===== src/hw/fps_pkg.sv =====
// Purpose: Constants, register map and state type for the flash program/erase sequencer.
// Assumes: AXI4-Lite register access, 32-bit data, one aligned word per register.
// Notes:
// Functional notes
// - Erase-arming write in protected range erases nothing.
// - Row is 64 aligned bytes inside 128-byte block.
// - Writes outside the latched row fail programming.
// - Program select enables latching of array writes.
// - Wait mode suspends sequences into standby only.
// - Stop mode suspends sequences into standby only.
// - Standby holds all array controls inactive.
// - Erase and program selects are mutually interlocked.
// - High voltage only after select and proper steps.
// - Protected target refuses high voltage enable.
// - Protect value gives address bits 14..7, bit15 set.
package fps_pkg;

  localparam int unsigned ADDR_W = 16;
  localparam int unsigned DATA_W = 8;
  localparam int unsigned ROW_AW = 6;
  localparam int unsigned ROW_BYTES = 64;

  localparam logic [7:0] OFS_CTRL    = 8'h00;
  localparam logic [7:0] OFS_PROTECT = 8'h04;
  localparam logic [7:0] OFS_ARRAY   = 8'h08;
  localparam logic [7:0] OFS_STATUS  = 8'h0c;

  localparam int unsigned CTRL_PGM   = 0;
  localparam int unsigned CTRL_ERASE = 1;
  localparam int unsigned CTRL_WHOLE = 2;
  localparam int unsigned CTRL_HV    = 3;

  localparam int unsigned ARR_DATA_LSB = 0;
  localparam int unsigned ARR_ADDR_LSB = 8;

  localparam int unsigned ST_ROW_FAIL  = 0;
  localparam int unsigned ST_REFUSED   = 1;
  localparam int unsigned ST_STANDBY   = 2;
  localparam int unsigned ST_STATE_LSB = 4;
  localparam int unsigned ST_LATCH_LSB = 16;

  localparam logic [7:0]  PROTECT_RST  = 8'hff;
  localparam logic [7:0]  PROTECT_NONE = 8'hff;
  localparam logic [15:0] ARRAY_BASE   = 16'h8000;
  localparam logic [1:0]  RESP_OKAY    = 2'b00;
  localparam logic [1:0]  RESP_SLVERR  = 2'b10;

  typedef enum logic [2:0] {
    FPS_IDLE,
    FPS_SELECTED,
    FPS_PROT_READ,
    FPS_LATCHED,
    FPS_HV_ON
  } fps_state_t;

endpackage


===== src/hw/fps_row_buf.sv =====
// Purpose: 64-byte row buffer holding the bytes latched during programming.
// Assumes: One write port, one read port; read data comes from a register.
// Notes: Storage is not reset; only the read register is.
`timescale 1ns/1ns
`default_nettype none
module fps_row_buf
  import fps_pkg::*;
(
  input  wire logic                 aclk,
  input  wire logic                 aresetn,
  input  wire logic                 we,
  input  wire logic [ROW_AW-1:0]    waddr,
  input  wire logic [DATA_W-1:0]    wdata,
  input  wire logic [ROW_AW-1:0]    raddr,
  output logic      [DATA_W-1:0]    rdata
);
  import fps_pkg::*;

  typedef struct packed {
    logic [DATA_W-1:0] rd;
  } fps_rb_t;

  logic [DATA_W-1:0] mem [ROW_BYTES];
  fps_rb_t           st_ff;
  fps_rb_t           nxt_st;

  always_comb begin
    nxt_st    = st_ff;
    nxt_st.rd = mem[raddr];
  end

  always_ff @(posedge aclk) begin
    if (!aresetn) begin
      st_ff <= '0;
    end else begin
      st_ff <= nxt_st;
    end
  end

  always_ff @(posedge aclk) begin
    if (we) begin
      mem[waddr] <= wdata;
    end
  end

  assign rdata = st_ff.rd;
endmodule
`default_nettype wire


===== src/hw/fps_sequencer.sv =====
// Purpose: Program/erase sequencer for the flash array with an AXI4-Lite register slave.
// Assumes: Single clock; wait and stop requests are synchronous levels.
// Notes: Timing windows are software's job; hardware enforces order, protection and rows.
//
// The implementer's own choices: the address map and the AXI4-Lite interface to the registers.
`timescale 1ns/1ns
`default_nettype none
module fps_sequencer
  import fps_pkg::*;
(
  input  wire logic                 aclk,
  input  wire logic                 aresetn,
  input  wire logic [7:0]           s_axi_awaddr,
  input  wire logic                 s_axi_awvalid,
  output logic                      s_axi_awready,
  input  wire logic [31:0]          s_axi_wdata,
  input  wire logic [3:0]           s_axi_wstrb,
  input  wire logic                 s_axi_wvalid,
  output logic                      s_axi_wready,
  output logic [1:0]                s_axi_bresp,
  output logic                      s_axi_bvalid,
  input  wire logic                 s_axi_bready,
  input  wire logic [7:0]           s_axi_araddr,
  input  wire logic                 s_axi_arvalid,
  output logic                      s_axi_arready,
  output logic [31:0]               s_axi_rdata,
  output logic [1:0]                s_axi_rresp,
  output logic                      s_axi_rvalid,
  input  wire logic                 s_axi_rready,
  input  wire logic                 wait_mode,
  input  wire logic                 stop_mode,
  output logic                      arr_erase,
  output logic                      arr_whole,
  output logic                      arr_program,
  output logic                      arr_high_voltage,
  output logic [ADDR_W-1:0]         arr_addr,
  output logic [DATA_W-1:0]         arr_data,
  output logic                      arr_write,
  output logic                      arr_standby
);
  import fps_pkg::*;

  typedef struct packed {
    logic              aw_got;
    logic [7:0]        aw_addr;
    logic              w_got;
    logic [31:0]       w_data;
    logic [3:0]        w_strb;
    logic              awready;
    logic              wready;
    logic              bvalid;
    logic [1:0]        bresp;
    logic              arready;
    logic              rvalid;
    logic [31:0]       rdata;
    logic [1:0]        rresp;
    logic              program_select;
    logic              erase;
    logic              whole;
    logic              hv;
    logic [7:0]        protect;
    fps_state_t        state;
    logic [ADDR_W-1:0] latch_addr;
    logic              row_fail;
    logic              refused;
    logic              standby;
    logic              o_erase;
    logic              o_whole;
    logic              o_pgm;
    logic              o_hv;
    logic [ADDR_W-1:0] o_addr;
    logic              o_write;
    logic              buf_pend;
  } fps_st_t;

  fps_st_t st_ff;
  fps_st_t nxt_st;

  logic              buf_we;
  logic [ROW_AW-1:0] buf_waddr;
  logic [DATA_W-1:0] buf_wdata;
  logic [DATA_W-1:0] buf_rdata;

  // Protected range starts at {1, protect, 0000000} and runs to the top
  function automatic logic is_protected(input logic [ADDR_W-1:0] a, input logic [7:0] p);
    logic [ADDR_W-1:0] start;
    start = {1'b1, p, 7'h00};
    return (p != PROTECT_NONE) && (a >= start);
  endfunction

  function automatic logic same_row(input logic [ADDR_W-1:0] a, input logic [ADDR_W-1:0] b);
    return a[ADDR_W-1:ROW_AW] == b[ADDR_W-1:ROW_AW];
  endfunction

  always_comb begin
    logic              wr_fire;
    logic              rd_fire;
    logic [ADDR_W-1:0] wa;
    logic [DATA_W-1:0] wd;
    logic              arr_wr_ok;
    logic              want_pgm;
    logic              want_erase;
    logic              in_seq;
    logic              row_fail_set;
    logic              refused_set;
    wr_fire      = 1'b0;
    rd_fire      = 1'b0;
    wa           = st_ff.w_data[ARR_ADDR_LSB +: ADDR_W];
    wd           = st_ff.w_data[ARR_DATA_LSB +: DATA_W];
    arr_wr_ok    = 1'b0;
    want_pgm     = 1'b0;
    want_erase   = 1'b0;
    in_seq       = 1'b0;
    row_fail_set = 1'b0;
    refused_set  = 1'b0;
    buf_we       = 1'b0;
    buf_waddr    = wa[ROW_AW-1:0];
    buf_wdata    = wd;
    nxt_st       = st_ff;
    nxt_st.o_write = 1'b0;

    // Write channel: address and data taken in either order, response after both
    if (s_axi_awvalid && st_ff.awready) begin
      nxt_st.aw_got  = 1'b1;
      nxt_st.aw_addr = s_axi_awaddr;
    end
    if (s_axi_wvalid && st_ff.wready) begin
      nxt_st.w_got  = 1'b1;
      nxt_st.w_data = s_axi_wdata;
      nxt_st.w_strb = s_axi_wstrb;
    end
    if (st_ff.bvalid && s_axi_bready) begin
      nxt_st.bvalid = 1'b0;
    end
    if (st_ff.aw_got && st_ff.w_got && !st_ff.bvalid) begin
      wr_fire       = 1'b1;
      nxt_st.aw_got = 1'b0;
      nxt_st.w_got  = 1'b0;
      nxt_st.bvalid = 1'b1;
      nxt_st.bresp  = RESP_OKAY;
    end
    nxt_st.awready = !nxt_st.aw_got && !nxt_st.bvalid;
    nxt_st.wready  = !nxt_st.w_got && !nxt_st.bvalid;

    if (wr_fire) begin
      case (st_ff.aw_addr)
        OFS_CTRL: begin
          if (st_ff.w_strb[0]) begin
            want_pgm   = st_ff.w_data[CTRL_PGM];
            want_erase = st_ff.w_data[CTRL_ERASE];
            // Neither select may be raised while the other is held or requested
            if (want_pgm && !st_ff.erase && !want_erase) begin
              nxt_st.program_select = 1'b1;
            end else if (!want_pgm) begin
              nxt_st.program_select = 1'b0;
            end
            if (want_erase && !st_ff.program_select && !want_pgm) begin
              nxt_st.erase = 1'b1;
            end else if (!want_erase) begin
              nxt_st.erase = 1'b0;
            end
            nxt_st.whole = st_ff.w_data[CTRL_WHOLE];
            if (!st_ff.w_data[CTRL_HV]) begin
              nxt_st.hv = 1'b0;
            end else if (!st_ff.hv) begin
              // Voltage only after select, protect read and the arming write
              if (st_ff.state == FPS_LATCHED && (st_ff.program_select || st_ff.erase)) begin
                if (is_protected(st_ff.latch_addr, st_ff.protect)) begin
                  refused_set = 1'b1;
                end else begin
                  nxt_st.hv    = 1'b1;
                  nxt_st.state = FPS_HV_ON;
                end
              end
            end
            // Selecting a mode from idle starts the arming order
            if (st_ff.state == FPS_IDLE && (nxt_st.program_select || nxt_st.erase)) begin
              nxt_st.state = FPS_SELECTED;
            end
          end else begin
            nxt_st.bresp = RESP_OKAY;
          end
        end
        OFS_PROTECT: begin
          if (st_ff.w_strb[0] && st_ff.state == FPS_IDLE) begin
            nxt_st.protect = st_ff.w_data[7:0];
          end
        end
        OFS_ARRAY: begin
          arr_wr_ok = (&st_ff.w_strb[2:0]) && (wa >= ARRAY_BASE);
          if (arr_wr_ok) begin
            if (st_ff.state == FPS_PROT_READ) begin
              nxt_st.latch_addr = wa;
              nxt_st.state      = FPS_LATCHED;
              if (is_protected(wa, st_ff.protect)) begin
                refused_set = 1'b1;
              end
            end else if (st_ff.state == FPS_HV_ON && st_ff.program_select) begin
              if (same_row(wa, st_ff.latch_addr)) begin
                buf_we          = 1'b1;
                nxt_st.o_addr   = wa;
                nxt_st.buf_pend = 1'b1;
              end else begin
                row_fail_set = 1'b1;
              end
            end
          end
        end
        OFS_STATUS: begin
          if (st_ff.w_strb[0]) begin
            if (st_ff.w_data[ST_ROW_FAIL]) begin
              nxt_st.row_fail = 1'b0;
            end
            if (st_ff.w_data[ST_REFUSED]) begin
              nxt_st.refused = 1'b0;
            end
          end
        end
        default: begin
          nxt_st.bresp = RESP_SLVERR;
        end
      endcase
    end

    // Hardware set wins over a software clear in the same cycle
    if (row_fail_set) begin
      nxt_st.row_fail = 1'b1;
    end
    if (refused_set) begin
      nxt_st.refused = 1'b1;
    end

    // A sequence ends once both selects and the voltage are down
    if (nxt_st.state != FPS_IDLE && !nxt_st.program_select && !nxt_st.erase && !nxt_st.hv) begin
      nxt_st.state = FPS_IDLE;
    end

    // Read channel: one read in flight, answer the cycle after acceptance
    if (st_ff.rvalid && s_axi_rready) begin
      nxt_st.rvalid = 1'b0;
    end
    if (s_axi_arvalid && st_ff.arready) begin
      rd_fire       = 1'b1;
      nxt_st.rvalid = 1'b1;
      nxt_st.rresp  = RESP_OKAY;
      nxt_st.rdata  = 32'h0000_0000;
      case (s_axi_araddr)
        OFS_CTRL: begin
          nxt_st.rdata[CTRL_PGM]   = st_ff.program_select;
          nxt_st.rdata[CTRL_ERASE] = st_ff.erase;
          nxt_st.rdata[CTRL_WHOLE] = st_ff.whole;
          nxt_st.rdata[CTRL_HV]    = st_ff.hv;
        end
        OFS_PROTECT: begin
          nxt_st.rdata[7:0] = st_ff.protect;
          // The protect read is the second arming step
          if (st_ff.state == FPS_SELECTED) begin
            nxt_st.state = FPS_PROT_READ;
          end
        end
        OFS_STATUS: begin
          nxt_st.rdata[ST_ROW_FAIL]            = st_ff.row_fail;
          nxt_st.rdata[ST_REFUSED]             = st_ff.refused;
          nxt_st.rdata[ST_STANDBY]             = st_ff.standby;
          nxt_st.rdata[ST_STATE_LSB +: 3]      = st_ff.state;
          nxt_st.rdata[ST_LATCH_LSB +: ADDR_W] = st_ff.latch_addr;
        end
        OFS_ARRAY: begin
          nxt_st.rdata = 32'h0000_0000;
        end
        default: begin
          nxt_st.rresp = RESP_SLVERR;
        end
      endcase
    end
    nxt_st.arready = !nxt_st.rvalid && !rd_fire;

    // Low-power request suspends only an active sequence; read mode is untouched
    in_seq         = (st_ff.state != FPS_IDLE);
    nxt_st.standby = (wait_mode || stop_mode) && in_seq;

    // The buffered byte is presented once its registered read data is valid
    if (st_ff.buf_pend) begin
      nxt_st.buf_pend = 1'b0;
      nxt_st.o_write  = !nxt_st.standby;
    end

    // Array controls, all forced inactive in standby
    if (nxt_st.standby) begin
      nxt_st.o_erase = 1'b0;
      nxt_st.o_whole = 1'b0;
      nxt_st.o_pgm   = 1'b0;
      nxt_st.o_hv    = 1'b0;
      nxt_st.o_write = 1'b0;
    end else begin
      nxt_st.o_erase = nxt_st.erase;
      nxt_st.o_whole = nxt_st.whole && nxt_st.erase;
      nxt_st.o_pgm   = nxt_st.program_select;
      nxt_st.o_hv    = nxt_st.hv;
      if (nxt_st.state == FPS_LATCHED && st_ff.state != FPS_LATCHED) begin
        nxt_st.o_addr = nxt_st.latch_addr;
      end
    end
  end

  always_ff @(posedge aclk) begin
    if (!aresetn) begin
      st_ff         <= '0;
      st_ff.protect <= PROTECT_RST;
      st_ff.state   <= FPS_IDLE;
    end else begin
      st_ff <= nxt_st;
    end
  end

  fps_row_buf u_row_buf (
    .aclk    (aclk),
    .aresetn (aresetn),
    .we      (buf_we),
    .waddr   (buf_waddr),
    .wdata   (buf_wdata),
    .raddr   (st_ff.o_addr[ROW_AW-1:0]),
    .rdata   (buf_rdata)
  );

  assign s_axi_awready    = st_ff.awready;
  assign s_axi_wready     = st_ff.wready;
  assign s_axi_bvalid     = st_ff.bvalid;
  assign s_axi_bresp      = st_ff.bresp;
  assign s_axi_arready    = st_ff.arready;
  assign s_axi_rvalid     = st_ff.rvalid;
  assign s_axi_rdata      = st_ff.rdata;
  assign s_axi_rresp      = st_ff.rresp;
  assign arr_erase        = st_ff.o_erase;
  assign arr_whole        = st_ff.o_whole;
  assign arr_program      = st_ff.o_pgm;
  assign arr_high_voltage = st_ff.o_hv;
  assign arr_addr         = st_ff.o_addr;
  assign arr_data         = buf_rdata;
  assign arr_write        = st_ff.o_write;
  assign arr_standby      = st_ff.standby;
endmodule
`default_nettype wire


===== config.mk =====
export PLATFORM = sky130hd
export DESIGN_NAME = fps_sequencer
export DESIGN_NICKNAME = d
export VERILOG_FILES = /design/src/hw/fps_pkg.sv /design/src/hw/fps_row_buf.sv /design/src/hw/fps_sequencer.sv
export SDC_FILE = /design/constraint.sdc
export NUM_CORES = 1
export LEC_CHECK = 0
export ABC_AREA = 1
export BUFFER_PORTS_ARGS = -buffer_cell sky130_fd_sc_hd__buf_2
export CAP_MARGIN = 25
export CORE_MARGIN = 10
export CORE_UTILIZATION = 60
export CTS_CLUSTER_SIZE = 28
export DETAILED_ROUTE_END_ITERATION = 10
export PLACE_DENSITY = 0.78
export SLEW_MARGIN = 30
export SYNTH_ARGS = -nofsm -noshare
export SYNTH_HDL_FRONTEND = slang
export SYNTH_SLANG_ARGS = --single-unit

===== constraint.sdc =====
create_clock -name aclk -period 2.85 [get_ports aclk]
set_clock_uncertainty 0.15 [all_clocks]
set_input_delay 0.1425 -clock aclk [delete_from_list [all_inputs] [get_ports aclk]]
set_output_delay 0.1425 -clock aclk [all_outputs]
set_load 0.1 [all_outputs]

==> impl_metrics.csv, run 1 <==
group,metric,value,unit
finish,fin_util,71.3,%
power_and_ir_drop,power.density,622,mW/mm^2
critical_path,cp.arrival,3.10,ns
clock_tree,cts-htree-levels,2,
critical_path,startpoint,"arr_addr[0]",
global_routing,grt_max_degree,66,
critical_path,path_delay_family,"compound AO/OA/AOI/OAI gates",
critical_path,crit_top_cell,"nor2_1",
critical_path,critPathSlowestCell,"o311ai_0",
floorplan,die_w,230,um
timing,layout_min_cycle_time,2.74,ns
clock_tree,cts.sinks,645,
timing,rsz0062_at_grt,"no",
synth,ys_seq_area_share,68.4,%
synth,synth_cell_types,43,
floorplan,die_h,230,um
status,status,"finished clean",
clock_tree,cts_buffers,60,
global_routing,grt_use_total,26.6,%
placed_design,portBuffers,113,
route,antenna_left,0,
floorplan,coreArea,0.0433,sq mm
power_and_ir_drop,p_leak,0.0117,uW
clock_tree,root_buffer,"clkbuf_16",
route,viasPerCell,6.18,
placed_design,post-place-ws,0.0470,ns
critical_path,reg2reg_to,"u_row_buf.rdata[3]",
floorplan,rows,76,
floorplan,initial_core_util,61.0,%
synth,netlist_area,0.0264,sq mm
floorplan,die_area,0.0527,sq mm
power_and_ir_drop,power,19200,uW
critical_path,critical_path_required,3.21,ns
critical_path,path_buf_inv,3,
critical_path,crit_path_start_kind,"flip-flop",
critical_path,reg2reg_depth,9,
synth,syn_area_per_cell,11.2,sq um
power_and_ir_drop,irDropWorstVdd,0.486,mV
clock_tree,clk_pin_slew,0.06,ns
synth,ys_seq_elements,645,
synth,synth_cells,2357,
synth,synth_area_leaders,"edfxtp_1, dfxtp_1, nor2_1",
floorplan,ios,132,
route,drc_errors,0,
critical_path,slowest_delay,0.48,ns
timing,setup_slack,0.109,ns
job,maxCapViolCount,0,
route,via_count,19800,
synth,synth_largest_area_cell,"edfxtp_1",
critical_path,end_kind,"flip-flop",
critical_path,r2r_slack,0.11,ns
critical_path,critical_path_peak_fanout,46,
critical_path,critical_path.endpoint,"u_row_buf.rdata[3]",
finish,layout-area-overhead-vs-synth,16.9,%
finish,nets,2638,
timing,timing.final.crit_share,96.2,%
timing,clock.fmax,365,MHz
finish,n_fill_cell,2772,
timing,setup_viol,0,
timing,slew_headroom,41.7,%
global_routing,grt_pass1_wl,110000,um
route,drt_first_pass_iters,9,
synth,yosys.area.top_type_share,58.3,%
route,detail_route.wl_per_cell,22.5,um
route,finalWirelength,71900,um
finish,antennaDiodeCount,0,
global_routing,grt_pass1_vias,19500,
placed_design,gp_congestion,0.914,
global_routing,grt_overflow,0,
synth,yosys_warnings,0,
critical_path,cp.depth,9,
clock_tree,insertion_delay,0.63,ns
timing,drv_slew,0,
critical_path,critPathKind,"flip-flop to flip-flop",
timing,tightest_slew,0.873,ns
clock_tree,cts_tree,"built",
placed_design,dp_hpwl,43100,um
clock_tree,cts_buffer_depth,3,
critical_path,crit_chain,"inv_6, buf_12, nor2_1, o22ai_1, nor2_1, o311ai_0, buf_4, nand3_1, a21oi_1",
global_routing,grt_antenna_before_repair,0,
finish,drive_gt1_share,15.7,%
timing,hold_violations,0,
hold_path,min_path_type,"input pin to flip-flop",
route,dr.first_iter.drc_count,2727,
critical_path,r2r_start,"arr_addr[0]",
-- worst min-delay path by stage --
stage,slack [ns],end,start,cells past startpoint
after global routing,0.16,s_axi_rdata[2],s_axi_araddr[0],8
after global placement,0.25,st_ff[138],s_axi_awaddr[4],3
after floorplan,0.16,buf_waddr[0],s_axi_wdata[8],2
after detailed placement,0.26,st_ff[139],s_axi_awaddr[5],3
final,0.19,s_axi_rdata[2],s_axi_araddr[0],8
after CTS,0.09,s_axi_rdata[2],s_axi_araddr[0],8
-- layout make-up --
type,count,area (sq um),share of cell area (%)
Timing Repair Buffer,330,2620,8.50
Tap cell,585,732,2.37
Clock buffer,75,1690,5.49
Sequential cell,645,18100,58.6
Inverter,123,467,1.51
Multi-Input combinational cell,1401,6940,22.5
Clock inverter,39,333,1.08
-- state kept, by name, indices dropped and copies added (netlist names), 6 cells and up, named ones only --
signal,flops
st_ff,57
u_row_buf.rdata,8
buf_wdata,8
buf_waddr,6
s_axi_rdata,24
arr_addr,16
u_row_buf.mem,512
-- worst reg2reg max path, delay by kind of cell, from the launching register on --
family          cells  cell delay [ns]
flops               1             0.40
simple gates        3             0.23
compound gates      3             1.00
buf+inv             3             0.86
-- routing by layer --
| layer | up-vias | GRT usage (%) | part of all wire, % |
|---|---|---|---|
| met5 | - | 0 | 0 |
| met4 | 0 | 12.3 | 4.5 |
| met3 | 226 | 5.47 | 11 |
| met2 | 1303 | 44.0 | 48 |
| met1 | 9443 | 33.1 | 37 |
| li1 | 8791 | - | - |
-- kinds of logic after synthesis --
group	Yosys count	synth area share (%)
compound gates	580	12.9
xor+xnor	3	0.0996
fa+ha+maj	16	0.759
buf+inv	319	5.46
flops	645	68.4
other cells	1	0.0142
simple gates	793	12.4
-- cells in the mapped netlist, drive strengths merged --
cell type and instances:
a211oi 2, nor2 484, and2 2, a21oi 63
edfxtp 512, nand2 166, o221ai 92, o211ai 12
nor4 7, o21a 2, clkinv 2, o22ai 40
inv 121, nand4 7, o21ai 350, clkbuf 113
ha 16, xnor2 1, a31oi 6, or2 1
xor2 2, conb 1, nand3 115, nor3 11
a41oi 1, dfxtp 133, o311ai 12, buf 83
-- through the flow --
stage	instance area (sq um)	TNS, ns	hold WS, ns	std cells
after detailed placement	28200	0	0.258	3020
after global placement	28200	0	0.250	3020
after global routing	30800	0	0.158	3198
after CTS	30800	0	0.0866	3198
after floorplan	26400	-3.33	0.159	2365
final	30800	0	0.188	3198
-- power by group --
part	internal, uW	switching, uW
Clock	4670	3500
Sequential	10200	69.4
Combinational	175	550
Total	15100	4120
-- cells in the final DEF, fill, tap and decap left out, types with 10 or more instances in the layout --
master | synthesis | layout
nand2_1 | 161 | 161
dfxtp_2 | 0 | 10
clkbuf_16 | 0 | 64
ha_1 | 16 | 16
nand3_1 | 113 | 113
o22ai_1 | 40 | 40
dlygate4sd3_1 | 0 | 63
a21oi_1 | 63 | 63
nor2_1 | 474 | 473
edfxtp_1 | 512 | 512
clkinv_2 | 0 | 14
o211ai_1 | 12 | 12
buf_12 | 0 | 21
buf_4 | 53 | 132
buf_2 | 24 | 113
o221ai_1 | 92 | 92
inv_1 | 114 | 113
nor3_1 | 10 | 10
dfxtp_1 | 133 | 121
o21ai_0 | 341 | 341
-- timing repair --
action                                  in CTS  in global routing
gates resized for setup                      0                  6
hold buffers                                64                  0
hold endpoints to repair                    95                  0
setup buffers                                0                  0
endpoints found under the setup margin       0                302
(Power assumes the default switching activity.)
==> run 2: changes to the inputs <==
- CORE_MARGIN: 10 -> default
- RECOVER_POWER: default -> 50
==> run 2 against run 1 <==
The run now ends with capacitance limit, slew limit left. Hold slack worse by 0.16 ns. Global-route usage is 5.4 points higher. Combinational power is 6.1% lower. Sequential share of layout area is 0.056 points lower. Largest cell class unchanged.
==> impl_metrics.csv, run 2 (synthesized netlist as in run 1, its figures left out) <==
group,metric,value,unit
timing,setup_viol,0,
timing,setup_tns,0,ns
power_and_ir_drop,switching_share,21.2,%
global_routing,grt_pass1_wl,108000,um
route,finalWirelength,70900,um
finish,layout_commonest_cell,"edfxtp_1",
critical_path,path_buf_inv,3,
route,viasPerCell,6.11,
clock_tree,cts_buffer_depth,3,
power_and_ir_drop,power_frac_seq,52.3,%
floorplan,ios,132,
global_routing,grt_overflow,0,
finish,stdcell_area,0.0309,sq mm
timing,timing.final.crit_share,96.2,%
power_and_ir_drop,irDropWorstVdd,0.585,mV
power_and_ir_drop,switching_power,4190,uW
timing,clock.fmax,365,MHz
power_and_ir_drop,power.density,640,mW/mm^2
finish,antennaDiodeCount,0,
status,status,"finished, violations left",
placed_design,gp_congestion,0.917,
power_and_ir_drop,comb_power_share,3.4,%
critical_path,startpoint,"st_ff[35]",
route,dr.first_iter.drc_count,2443,
placed_design,dp_hpwl,42200,um
clock_tree,cts.sinks,645,
clock_tree,cts-htree-levels,3,
finish,drive_gt1_share,13.5,%
critical_path,path_delay_family,"simple AND/OR/NAND/NOR gates",
global_routing,grt_antenna_before_repair,0,
route,antenna_left,0,
status,violations,"capacitance limit, slew limit",
finish,final_cell_mix,"edfxtp_1, nor2_1, o21ai_0",
finish,largest_reg_flops,512,
global_routing,grt_pass1_vias,19400,
timing,drv_slew,103,
clock_tree,root_buffer,"clkbuf_16",
clock_tree,cts_buffers,66,
finish,layout-area-overhead-vs-synth,17.0,%
critical_path,critical_path_peak_fanout,8,
global_routing,grt_use_total,31.9,%
floorplan,initial_core_util,61.1,%
finish,nets,2644,
hold_path,hp-start,"s_axi_araddr[1]",
critical_path,cp.arrival,2.88,ns
job,maxCapViolCount,3,
critical_path,crit_path_start_kind,"flip-flop",
timing,setup_slack,0.108,ns
floorplan,coreArea,0.0432,sq mm
critical_path,critPathKind,"flip-flop to flip-flop",
power_and_ir_drop,p_leak,0.0115,uW
placed_design,post-place-ws,0.0754,ns
floorplan,die_w,212,um
power_and_ir_drop,p_int,15500,uW
floorplan,rows,76,
critical_path,end_kind,"flip-flop",
timing,slew_headroom,-30.5,%
finish,largest_register,"u_row_buf.mem",
floorplan,die_h,212,um
route,drc_errors,0,
critical_path,slowest_delay,0.42,ns
clock_tree,clk_pin_slew,0.07,ns
floorplan,die_area,0.0448,sq mm
power_and_ir_drop,pwr-share-clk,44.2,%
clock_tree,insertion_delay,0.59,ns
timing,tightest_slew,1.96,ns
route,detail_route.wl_per_cell,22.1,um
hold_path,min_path_type,"input pin to flip-flop",
timing,hold_violations,0,
global_routing,grt_max_degree,68,
clock_tree,cts_tree,"built",
route,drt_first_pass_iters,6,
critical_path,r2r_start,"st_ff[35]",
placed_design,portBuffers,113,
placed_design,place_area,0.0281,sq mm
critical_path,critical_path_required,2.99,ns
critical_path,crit_chain,"xnor2_1, nand3_1, a211oi_1, nand4_1, nor2_4, nand2_1, inv_1, nand3_1, buf_4, nor2_1, buf_4",
critical_path,critPathSlowestCell,"dfxtp_1",
timing,layout_min_cycle_time,2.74,ns
route,via_count,19600,
-- run 2: changes by cell type in the layout (fill, tap and decap cells not counted), moves of 6 or more --
cell      before  now
clkbuf_1       6   73
buf_2        113   61
clkinv_2      14    5
dfxtp_1      121  129
dfxtp_2       10    2
clkbuf_2       0    6
nand2_1      161  155
-- run 2: path summary, 6_finish.rpt --
path,slack [ns],cells after the start,endpoint
worst max-delay path,0.11,11,u_row_buf.mem[31][4]
worst min-delay path,0.03,6,s_axi_rdata[4]
worst min register to register,0.28,1,st_ff[0]
worst max register to register,0.11,11,u_row_buf.mem[31][4]
-- run 2: layer usage --
metal | GRT usage, % | wire [um]
met1 | 39.7 | 26000
met5 | 0 | 0
met3 | 5.62 | 6570
met4 | 15.1 | 3250
met2 | 54.4 | 35100
-- run 2: metrics by stage --
step	hold WS (ns)	util, %	std cells	power (uW)
6_report	0.0289	71.5	3204	19700
5_1_grt	0.0853	71.5	3204	20200
4_1_cts	0.0107	71.5	3199	19800
3_5_place_dp	0.253	65.0	3019	11100
3_3_place_gp	0.253	65.0	3019	11100
2_1_floorplan	0.159	-	2365	10900
-- run 2: power by group through the flow --
stage               logic, uW  clock network (uW)  registers [uW]
floorplan                 300                   0           10600
global route              721                9150           10300
finish                    681                8730           10300
detailed placement        603                   0           10500
CTS                       666                8770           10300
global placement          585                   0           10500
-- run 2: worst register-to-register path, delay by kind of cell, from the launching register on --
| kind | cells | cell delay (ns) |
|---|---|---|
| buf+inv | 3 | 0.55 |
| compound gates | 1 | 0.24 |
| simple gates | 6 | 0.96 |
| xor+xnor | 1 | 0.14 |
| flops | 1 | 0.42 |
-- run 2: timing repair --
item / 4_1_cts / 5_1_grt
buffers inserted: 0 / 4
hold buffers: 60 / 0
setup endpoints to repair: 0 / 239
resized for setup: 0 / 13
hold endpoints to repair: 76 / 0
-- run 2: layout make-up --
cell class	instances	area (sq um)
repair buffers	329	2430
inverters	123	467
multi-input cells	1402	6980
fillers	2889	12300
clock buffers	92	1900
well taps	585	732
flip-flops and latches	645	18000
clock inverters	28	294
